$ cat src/rtl/io_expander_map.vh
// constants for the i2c quasi-bidirectional io expander
`ifndef IO_EXPANDER_MAP_VH
`define IO_EXPANDER_MAP_VH
`define FIXED_ADDR_VARIANT0 4'h4
`define FIXED_ADDR_VARIANT1 4'h7
`define PORT_RESET_VALUE    8'hff
`define RW_BIT_POS          0
`define BIT_COUNT_LAST      4'h7
`endif

$ cat src/rtl/i2c_quasi_bidir_io_expander.v
// i2c slave with eight quasi-bidirectional port pins behind one register
`timescale 1ns/100ps
`include "io_expander_map.vh"
module i2c_quasi_bidir_io_expander #(
  parameter VARIANT = 0
) (
  // system
  input  wire       clk,
  input  wire       nrst,
  // i2c bus
  input  wire       scl_in,
  input  wire       sda_in,
  output wire       sda_out,
  output wire       sda_oe,
  // address straps
  input  wire       addr_strap_bit0,
  input  wire       addr_strap_bit1,
  input  wire       addr_strap_bit2,
  // port pins
  input  wire [7:0] port_pin_in,
  output wire [7:0] port_pin_out,
  output wire [7:0] port_sink_oe,
  output wire [7:0] port_boost_oe,
  // interrupt, open drain
  output wire       int_n_out,
  output wire       int_n_oe
);

  // ****************************************
  // input synchronisers
  // ****************************************
  reg [1:0] scl_s_q;
  reg [1:0] sda_s_q;
  reg [1:0] strap0_s_q, strap1_s_q, strap2_s_q;
  reg [7:0] pin_s1_q, pin_s2_q;
  reg       scl_prev_q, sda_prev_q;
  always @(posedge clk or negedge nrst) begin
    if (!nrst) begin
      scl_s_q    <= 2'h3;
      sda_s_q    <= 2'h3;
      strap0_s_q <= 2'h0;
      strap1_s_q <= 2'h0;
      strap2_s_q <= 2'h0;
      pin_s1_q   <= 8'hff;
      pin_s2_q   <= 8'hff;
      scl_prev_q <= 1'b1;
      sda_prev_q <= 1'b1;
    end else begin
      scl_s_q    <= {scl_s_q[0], scl_in};
      sda_s_q    <= {sda_s_q[0], sda_in};
      strap0_s_q <= {strap0_s_q[0], addr_strap_bit0};
      strap1_s_q <= {strap1_s_q[0], addr_strap_bit1};
      strap2_s_q <= {strap2_s_q[0], addr_strap_bit2};
      pin_s1_q   <= port_pin_in;
      pin_s2_q   <= pin_s1_q;
      scl_prev_q <= scl_s_q[1];
      sda_prev_q <= sda_s_q[1];
    end
  end

  wire scl      = scl_s_q[1];
  wire sda      = sda_s_q[1];
  wire scl_rise = scl & ~scl_prev_q;
  wire scl_fall = ~scl & scl_prev_q;
  wire start_c  = scl & scl_prev_q & sda_prev_q & ~sda;
  wire stop_c   = scl & scl_prev_q & ~sda_prev_q & sda;

  // fixed part chosen by variant, low bits from straps
  wire [3:0] fixed_part = (VARIANT != 0) ? `FIXED_ADDR_VARIANT1
                                         : `FIXED_ADDR_VARIANT0;
  wire [6:0] own_addr = {fixed_part, strap2_s_q[1], strap1_s_q[1],
                         strap0_s_q[1]};

  // ****************************************
  // protocol engine
  // ****************************************
  localparam ST_IDLE = 5'h01;
  localparam ST_ADDR = 5'h02;
  localparam ST_WR   = 5'h04;
  localparam ST_RD   = 5'h08;
  localparam ST_MACK = 5'h10;

  reg [4:0] state_q;
  reg [3:0] bit_cnt_q;
  reg [7:0] shift_q;
  reg       ack_q;     // device drives ack bit
  reg       ack_wr_q;  // ack belongs to a data byte of a write
  reg [7:0] port_q;
  reg [7:0] boost_q;
  reg       boost_en_q;
  reg       tx_q;      // device drives a data bit
  reg [7:0] last_in_q;
  reg       int_q;
  reg       sda_drv_q;

  wire [7:0] pin_now = pin_s2_q;

  always @(posedge clk or negedge nrst) begin
    if (!nrst) begin
      state_q    <= ST_IDLE;
      bit_cnt_q  <= 4'h0;
      shift_q    <= 8'h00;
      ack_q      <= 1'b0;
      ack_wr_q   <= 1'b0;
      port_q     <= `PORT_RESET_VALUE;
      boost_q    <= 8'h00;
      boost_en_q <= 1'b0;
      tx_q       <= 1'b0;
      last_in_q  <= 8'hff;
      int_q      <= 1'b0;
      sda_drv_q  <= 1'b0;
    end else begin
      // change against captured state raises; equality clears
      if (pin_now != last_in_q)
        int_q <= 1'b1;
      else
        int_q <= 1'b0;
      if (start_c) begin
        state_q   <= ST_ADDR;
        bit_cnt_q <= 4'h0;
        ack_q     <= 1'b0;
        tx_q      <= 1'b0;
        sda_drv_q <= 1'b0;
      end else if (stop_c) begin
        state_q   <= ST_IDLE;
        ack_q     <= 1'b0;
        tx_q      <= 1'b0;
        sda_drv_q <= 1'b0;
      end else begin
        // accelerator only while scl high in the write ack bit
        if (scl_rise && ack_q && ack_wr_q) begin
          boost_en_q <= 1'b1;
          boost_q    <= shift_q;
        end
        if (scl_fall)
          boost_en_q <= 1'b0;
        case (state_q)
          ST_IDLE: begin
            sda_drv_q <= 1'b0;
          end
          ST_ADDR, ST_WR: begin
            if (scl_rise && !ack_q) begin
              shift_q   <= {shift_q[6:0], sda};
              bit_cnt_q <= bit_cnt_q + 4'h1;
            end
            if (scl_fall && ack_q) begin
              ack_q     <= 1'b0;
              sda_drv_q <= 1'b0;
              ack_wr_q  <= 1'b0;
              bit_cnt_q <= 4'h0;
              if (ack_wr_q) begin
                // ack done: apply byte, msb to pin 7
                port_q    <= shift_q;
                last_in_q <= pin_now;
                int_q     <= 1'b0;
              end
              if (state_q == ST_ADDR) begin
                if (shift_q[`RW_BIT_POS]) begin
                  state_q   <= ST_RD;
                  shift_q   <= pin_now;
                  last_in_q <= pin_now;
                  int_q     <= 1'b0;
                  tx_q      <= 1'b1;
                  sda_drv_q <= ~pin_now[7];
                end else begin
                  state_q <= ST_WR;
                end
              end
            end else if (scl_fall && bit_cnt_q == 4'h8) begin
              if (state_q == ST_ADDR && shift_q[7:1] != own_addr) begin
                state_q <= ST_IDLE;
              end else begin
                ack_q     <= 1'b1;
                ack_wr_q  <= (state_q == ST_WR);
                sda_drv_q <= 1'b1;
              end
            end
          end
          ST_RD: begin
            if (scl_fall) begin
              if (bit_cnt_q == `BIT_COUNT_LAST) begin
                state_q   <= ST_MACK;
                tx_q      <= 1'b0;
                sda_drv_q <= 1'b0;
                bit_cnt_q <= 4'h0;
              end else begin
                bit_cnt_q <= bit_cnt_q + 4'h1;
                shift_q   <= {shift_q[6:0], 1'b1};
                sda_drv_q <= ~shift_q[6];
              end
            end
          end
          ST_MACK: begin
            if (scl_rise) begin
              ack_wr_q <= sda; // holds the master nack
            end
            if (scl_fall) begin
              if (!ack_wr_q) begin
                state_q   <= ST_RD;
                shift_q   <= pin_now;
                last_in_q <= pin_now;
                int_q     <= 1'b0;
                tx_q      <= 1'b1;
                sda_drv_q <= ~pin_now[7];
              end else begin
                state_q <= ST_IDLE;
              end
              ack_wr_q <= 1'b0;
            end
          end
          default: state_q <= ST_IDLE;
        endcase
      end
    end
  end

  // ****************************************
  // pin drivers
  // ****************************************
  // the sink may clamp a pin the master later reads as input,
  // so a 1 must be written first
  // sink yields to the boost so a 0-to-1 write never fights itself
  assign port_sink_oe  = ~port_q & ~port_boost_oe;
  assign port_pin_out  = 8'h00;
  // weak pull-up is external to this logic; boost drives high
  assign port_boost_oe = boost_en_q ? boost_q : 8'h00;
  assign sda_out       = 1'b0;
  assign sda_oe        = sda_drv_q;
  assign int_n_out     = 1'b0;
  assign int_n_oe      = int_q;
  wire   unused_tx     = tx_q;

endmodule // i2c_quasi_bidir_io_expander

$ cat config.mk
export PLATFORM = sky130hd
export DESIGN_NAME = i2c_quasi_bidir_io_expander
export DESIGN_NICKNAME = d
export VERILOG_FILES = /design/src/rtl/i2c_quasi_bidir_io_expander.v
export VERILOG_INCLUDE_DIRS = /design/src /design/src/rtl
export SDC_FILE = /design/constraint.sdc
export NUM_CORES = 1
export LEC_CHECK = 0
export BUFFER_PORTS_ARGS = -buffer_cell sky130_fd_sc_hd__clkbuf_2
export CORE_ASPECT_RATIO = 0.75
export CORE_MARGIN = 3
export CORE_UTILIZATION = 36
export DETAILED_ROUTE_END_ITERATION = 12
export HOLD_SLACK_MARGIN = 0.12
export SYNTH_ARGS = -nofsm -noshare
export SYNTH_HDL_FRONTEND = slang
export SYNTH_SLANG_ARGS = --single-unit
export TNS_END_PERCENT = 100
$ cat constraint.sdc
create_clock -name clk -period 2.5 [get_ports clk]
set_clock_uncertainty 0.15 [all_clocks]
set_input_delay 0.125 -clock clk [delete_from_list [all_inputs] [get_ports clk]]
set_output_delay 0.125 -clock clk [all_outputs]
set_load 0.005 [all_outputs]
==> results.cfg, run 1 <==
[outcome]
run_status = finished clean

[setup_path]
critPathRequiredTime_ns = 2.55
timing.critical_path.from_type = flop
worstPathArrival_ns = 2.40
criticalPathCategory = reg -> reg
r2r_slack_ns = 0.15
worst_r2r_startpoint = state_q[2]
reg2reg_to = sda_oe
path_max_fanout = 8
cp-end-kind = flop
rr_worst_depth = 6

[cells_and_area]
design.final.nets = 423
final_design_area_no_fill_um2 = 4820
area_overhead_of_the_layout_relative_to_synthesis_pct = 24.0
nFillCells = 966
number_of_antenna_cells_inserted = 0
drive_gt1_share_pct = 42.4

[cts]
postCtsSetupRepairBufs = 0
cts.htree.levels = 3
clock_tree.root_cell = sky130_fd_sc_hd__clkbuf_16
worstSkewPairLatency_ns = 0.33
tritoncts_num_sinks = 74
numCtsBuffers = 9
clkTransAtPathRegs_ns = 0.06
tritoncts_clock_tree = built
ctsLongestPathBuffers = 2

[floorplanning]
die_x_extent_um = 126
design.core.area_um2 = 10400
pin_count = 43
full_die_area_um2 = 12100
chipHeight_um = 96.0
start_util_pct = 37.4
row_count = 32

[route]
drt-initial-drc-count = 158
wl_per_cell_um = 16.2
vias = 2885
detail-route-antenna-nets = 0
total_wirelength_of_the_detailed_routed_design_um = 8790
drt_pre_antenna_iters = 4
vias_per_cell = 5.30
detail_route.drc_violations = 0

[yosys]
ys_ff_latch = 74
ys_top_cells_by_area = sky130_fd_sc_hd__dfstp_2, sky130_fd_sc_hd__dfrtp_1, sky130_fd_sc_hd__mux2_2, sky130_fd_sc_hd__xor2_1, sky130_fd_sc_hd__buf_4
ys_seq_area_share_pct = 48.9
netlist.area_leader.share_pct = 26.4
ffs_w_async_s_r_synth_pct = 100
synth_area_per_cell_um2 = 11.5
synthCells = 338
number_of_warnings_reported_in_the_yosys_synthesis_log = 0
synth_top_area_cell = sky130_fd_sc_hd__dfstp_2
netlist_area_before_placement_um2 = 3890
synth_ff_type = sky130_fd_sc_hd__dfstp_2
synth_enable_flop_cells = 0
yosysUniqueCellTypes = 66

[placement]
port_buffers = 32
gp_routability_congestion = 0.970
dpl.hpwl_um = 6380
postPlaceCellArea_um2 = 4330

[timing]
fin_hold_ws_ns = 0.198
period_share_pct = 93.9
period_needed_ns = 2.35
max-slew-margin-rel_pct = 56.9
final-max-slew-violation-count = 0
finalHoldViolations = 0
setup_viol = 0
worst_pin_slew_ns = 0.646
clock.fmax_mhz = 426

[pwr]
p_per_area_nw_per_um2 = 725
cellLeakagePower_nw = 2.11
power.total_mw = 3.50
irDropWorstVdd_mv = 0.564

[global_routing]
globalRouteTotalUtil_pct = 15.3
grt_pass1_wl_um = 14600
initial_antenna_violation_count = 0
grt_overflow_total = 0
grt_pass1_vias = 2810
largest_net_degree_at_the_start_of_global_routing = 46

[run]
max_cap_viol_count = 0

[hold_path]
timing.hold.worst.class = reg -> reg
hp-start = strap2_s_q[0]
worst_hold_path.num_cells = 0
worstHoldEndpoint = strap2_s_q[1]
## power breakdown
part,switching [mW],internal [mW],leakage (nW)
logic,0.285,0.294,1.09
registers,0.143,1.39,0.868
clock network,0.504,0.882,0.160
total,0.932,2.57,2.11
## sequential cells by signal, summed over array words and instances (netlist names), 2 cells and up
register	flops
shift_q	8
pin_s1_q	8
pin_now	8
scl_s_q	2
strap2_s_q	2
boost_q	8
sda_s_q	2
strap0_s_q	2
last_in_q	8
bit_cnt_q	4
strap1_s_q	2
state_q	5
port_q	8
## logic make-up after synthesis
kind of cell	after synthesis	synth area share (%)
AND/OR/NAND/NOR	87	13.6
flip-flops	74	48.9
AO/OA/AOI/OAI	73	14.2
multiplexers	47	13.4
buffers and inverters	35	4.63
XOR/XNOR	16	3.60
adder cells (fa/ha/maj)	5	1.61
other	1	0.0964
## area by class of cell
cell class	count	area (µm²)	share of cell area [%]
clock inverter	7	100	2.08
timing repair buffer	70	518	10.7
clock buffer	9	225	4.67
tap	136	170	3.53
multi-input combinational	238	1870	38.8
sequential	74	1900	39.4
inverter	10	37.5	0.778
## per-layer routing
metal | wire, µm | vias to the layer above | global-route usage (%)
met5 | 0 | - | 0
li1 | - | 1360 | -
met3 | 690 | 13 | 4.22
met4 | 110 | 0 | 4.55
met1 | 4230 | 1402 | 22.4
met2 | 3760 | 110 | 22.2
## worst max-delay path, cell delays in order, from the launching register on
cell and delay (ns):
sky130_fd_sc_hd__dfrtp_1 0.49, sky130_fd_sc_hd__buf_4 0.22, sky130_fd_sc_hd__or3_4 0.37, sky130_fd_sc_hd__or3_4 0.43, sky130_fd_sc_hd__nor2_1 0.10, sky130_fd_sc_hd__a211oi_1 0.06
sky130_fd_sc_hd__o41ai_1 0.41
## cells in the mapped netlist, types with 2 or more instances
library cell / n
sky130_fd_sc_hd__a211oi_1: 3
sky130_fd_sc_hd__a21oi_1: 10
sky130_fd_sc_hd__a22oi_1: 8
sky130_fd_sc_hd__and2_1: 12
sky130_fd_sc_hd__and3_1: 2
sky130_fd_sc_hd__and3b_1: 2
sky130_fd_sc_hd__and4_1: 2
sky130_fd_sc_hd__buf_2: 6
sky130_fd_sc_hd__buf_4: 11
sky130_fd_sc_hd__clkbuf_1: 7
sky130_fd_sc_hd__dfrtp_1: 35
sky130_fd_sc_hd__dfstp_2: 39
sky130_fd_sc_hd__ha_1: 5
sky130_fd_sc_hd__inv_1: 10
sky130_fd_sc_hd__mux2_2: 40
sky130_fd_sc_hd__mux2i_1: 7
sky130_fd_sc_hd__nand2_1: 9
sky130_fd_sc_hd__nand2b_1: 2
sky130_fd_sc_hd__nand3_1: 5
sky130_fd_sc_hd__nand4_1: 3
sky130_fd_sc_hd__nor2_1: 20
sky130_fd_sc_hd__nor2_2: 2
sky130_fd_sc_hd__nor2b_1: 4
sky130_fd_sc_hd__nor3_1: 5
sky130_fd_sc_hd__nor3_2: 2
sky130_fd_sc_hd__nor4_1: 3
sky130_fd_sc_hd__nor4b_1: 2
sky130_fd_sc_hd__o2111ai_2: 2
sky130_fd_sc_hd__o211ai_1: 2
sky130_fd_sc_hd__o21ai_0: 16
sky130_fd_sc_hd__o22ai_1: 6
sky130_fd_sc_hd__o2bb2ai_1: 2
sky130_fd_sc_hd__o311ai_0: 3
sky130_fd_sc_hd__o41ai_1: 3
sky130_fd_sc_hd__or3_4: 3
sky130_fd_sc_hd__xnor2_1: 5
sky130_fd_sc_hd__xor2_1: 11
## worst max-delay path by stage
stage	startpoint	slack, ns	depth (start not counted)	endpoint
after floorplan	scl_s_q[1]	0.1	8	bit_cnt_q[0]
after global placement	shift_q[5]	0.09	5	ack_wr_q
after detailed placement	scl_s_q[1]	0.11	7	bit_cnt_q[0]
after CTS	scl_s_q[1]	0.09	7	bit_cnt_q[0]
after global routing	scl_s_q[1]	-0.006	7	bit_cnt_q[0]
final	state_q[2]	0.15	6	sda_oe
## stage by stage
stage | instances | TNS [ns] | setup WS [ns] | util, %
6_report | 544 | 0 | 0.153 | 46.3
5_1_grt | 544 | -0.00622 | -0.00622 | 46.3
4_1_cts | 544 | 0 | 0.0889 | 46.0
3_5_place_dp | 514 | 0 | 0.108 | 41.6
3_3_place_gp | 514 | 0 | 0.0871 | 41.6
2_1_floorplan | 347 | 0 | 0.0987 | -
## cells in the final DEF (no fill, tap or decap), types with 7 or more instances in the layout
| cell | instances |
|---|---|
| sky130_fd_sc_hd__a21oi_1 | 10 |
| sky130_fd_sc_hd__mux2i_1 | 7 |
| sky130_fd_sc_hd__xor2_1 | 11 |
| sky130_fd_sc_hd__buf_4 | 21 |
| sky130_fd_sc_hd__clkbuf_2 | 31 |
| sky130_fd_sc_hd__conb_1 | 10 |
| sky130_fd_sc_hd__o21ai_0 | 16 |
| sky130_fd_sc_hd__nand2_1 | 9 |
| sky130_fd_sc_hd__mux2_2 | 40 |
| sky130_fd_sc_hd__dfstp_2 | 39 |
| sky130_fd_sc_hd__and2_1 | 12 |
| sky130_fd_sc_hd__dlygate4sd3_1 | 14 |
| sky130_fd_sc_hd__a22oi_1 | 8 |
| sky130_fd_sc_hd__nor2_1 | 20 |
| sky130_fd_sc_hd__inv_1 | 10 |
| sky130_fd_sc_hd__clkbuf_16 | 9 |
| sky130_fd_sc_hd__dfrtp_1 | 35 |
## timing repair
action | in CTS | in global routing
gates resized for setup | 0 | 7
hold endpoints to repair | 42 | 0
hold buffers | 14 | 0
endpoints found under the setup margin | 0 | 5
No activity file was read; power rests on OpenSTA's default activity.
==> run 2: changes to the inputs <==
- SETUP_SLACK_MARGIN: unset -> 0.4
==> run 2 against run 1 <==
  * Clock-buffer cell count is 4 higher
  * Utilization grew 5.9 points
  * Clock power is 4% higher
  * Non-clock buffer count up 27
  * Wire length grew 15%
  * Worst setup slack improved by 0.065 ns
  * Critical path type unchanged
  * Largest power group unchanged
==> results.cfg, run 2 (synthesis results as in run 1) <==
[outcome]
run_status = finished clean

[floorplanning]
full_die_area_um2 = 12100
start_util_pct = 37.4
design.core.area_um2 = 10400
chipHeight_um = 96.0
row_count = 32
pin_count = 43
die_x_extent_um = 126

[route]
drt_pre_antenna_iters = 5
vias_per_cell = 5.37
vias = 3069
detail_route.drc_violations = 0
wl_per_cell_um = 17.7
drt-initial-drc-count = 207
detail-route-antenna-nets = 0
total_wirelength_of_the_detailed_routed_design_um = 10100

[pwr]
internal_power_mw = 2.80
p_per_area_nw_per_um2 = 709
switching_share_pct = 27.2
power.net_switching_mw = 1.05
cellLeakagePower_nw = 2.35
comb_power_share_pct = 22.5
p_seq_share_pct = 39.9
irDropWorstVdd_mv = 0.449
power.clock.fraction_pct = 37.6
power.total_mw = 3.85

[timing]
final-max-slew-violation-count = 0
setup_viol = 0
max-slew-margin-rel_pct = 37.6
worst_pin_slew_ns = 0.936
rsz0062_at_grt = true
period_needed_ns = 2.28
finalHoldViolations = 0
setup_tns_ns = 0
period_share_pct = 91.3
fin_hold_ws_ns = 0.196
clock.fmax_mhz = 438
layout_setup_ws_ns = 0.218

[cells_and_area]
layout.core_utilization_pct = 52.2
nFillCells = 895
most_used_cells_in_the_layout_excluding_fill_and_tap_cells = sky130_fd_sc_hd__buf_4, sky130_fd_sc_hd__dfstp_2, sky130_fd_sc_hd__clkbuf_2
drive_gt1_share_pct = 54.9
design.final.nets = 450
final_design_area_no_fill_um2 = 5440
number_of_antenna_cells_inserted = 0
layout.cells.non_filler = 571
area_overhead_of_the_layout_relative_to_synthesis_pct = 39.8

[global_routing]
grt_overflow_total = 0
globalRouteTotalUtil_pct = 16.7
grt_pass1_vias = 2904
largest_net_degree_at_the_start_of_global_routing = 75
grt_pass1_wl_um = 15700
initial_antenna_violation_count = 0

[cts]
clkTransAtPathRegs_ns = 0.06
ctsLongestPathBuffers = 2
tritoncts_clock_tree = built
cts.htree.levels = 3
tritoncts_num_sinks = 74
clock_tree.root_cell = sky130_fd_sc_hd__clkbuf_16
numCtsBuffers = 9
worstSkewPairLatency_ns = 0.33

[setup_path]
path_max_fanout = 6
timing.critical_path.slowest_stage_cell = sky130_fd_sc_hd__o31ai_4
worstPathArrival_ns = 2.36
timing.critical_path.from_type = flop
r2r_slack_ns = 0.22
worst_path_largest_cell_delay_ns = 0.46
critPathRequiredTime_ns = 2.58
timing.critical_path.max_delay_family = simple AND/OR/NAND/NOR gates
cp-end-kind = flop
cp.buffers_inverters = 1
criticalPathCategory = reg -> reg
worstPathCellList = or3_4 -> or2_4 -> o31ai_4 -> buf_4 -> o211ai_1 -> o41ai_2

[placement]
port_buffers = 32
worst_slack_placed_ns = 0.112
gp_routability_congestion = 0.919
postPlaceCellArea_um2 = 4340
dpl.hpwl_um = 6170
dpl.cell_count = 504

[run]
max_cap_viol_count = 0

[hold_path]
timing.hold.worst.class = reg -> reg
==> run 2: changes by cell type in the layout (fill, tap and decap cells not counted), moves of 4 or more <==
cell | previous run | this run
sky130_fd_sc_hd__and2_1 | 12 | 8
sky130_fd_sc_hd__buf_4 | 21 | 39
sky130_fd_sc_hd__buf_6 | 0 | 10
sky130_fd_sc_hd__dfrtp_1 | 35 | 30
sky130_fd_sc_hd__dfrtp_2 | 0 | 4
sky130_fd_sc_hd__mux2_2 | 40 | 22
sky130_fd_sc_hd__mux2_4 | 0 | 18
sky130_fd_sc_hd__o21ai_0 | 16 | 6
sky130_fd_sc_hd__o21ai_1 | 0 | 9
==> run 2: worst paths after layout <==
kind,startpoint,to,depth (start not counted)
max in group asynchronous,nrst,state_q[2],2
min in group asynchronous,nrst,bit_cnt_q[0],2
setup / recovery,state_q[4],state_q[3],6
hold / removal,strap2_s_q[0],strap2_s_q[1],0
setup reg to reg,state_q[4],state_q[3],6
hold reg to reg,strap2_s_q[0],strap2_s_q[1],0
==> run 2: final cells by class <==
type                            instances  area [µm²]  area share (%)
Tap cell                              136         170            3.13
Clock buffer                           13         270            4.97
Sequential cell                        74        1910            35.1
Inverter                               10        37.5           0.691
Multi-Input combinational cell        238        2230            41.0
Clock inverter                          3        68.8            1.27
Timing Repair Buffer                   97         753            13.9
==> run 2: routing by layer <==
layer | track usage [%] | share of wire (%) | vias up
met1 | 23.7 | 48 | 1533
met5 | 0 | 0 | -
li1 | - | - | 1403
met2 | 24.3 | 44 | 119
met3 | 5.44 | 6.8 | 14
met4 | 5.18 | 1.5 | 0
==> run 2: what timing repair did <==
action	CTS	global route
resized for setup	61	25
hold endpoints to repair	48	0
setup endpoints to repair	44	43
pin swaps	15	7
buffers inserted	25	11
gates cloned	1	0
hold buffers	14	0
==> run 2: power by group through the flow <==
stage | Clock, mW | Sequential, mW | Combinational, mW
finish | 1.45 | 1.54 | 0.867
global route | 1.53 | 1.55 | 0.940
CTS | 1.48 | 1.53 | 0.795
detailed placement | 0 | 1.56 | 0.574
global placement | 0 | 1.56 | 0.568
floorplan | 0 | 1.48 | 0.509
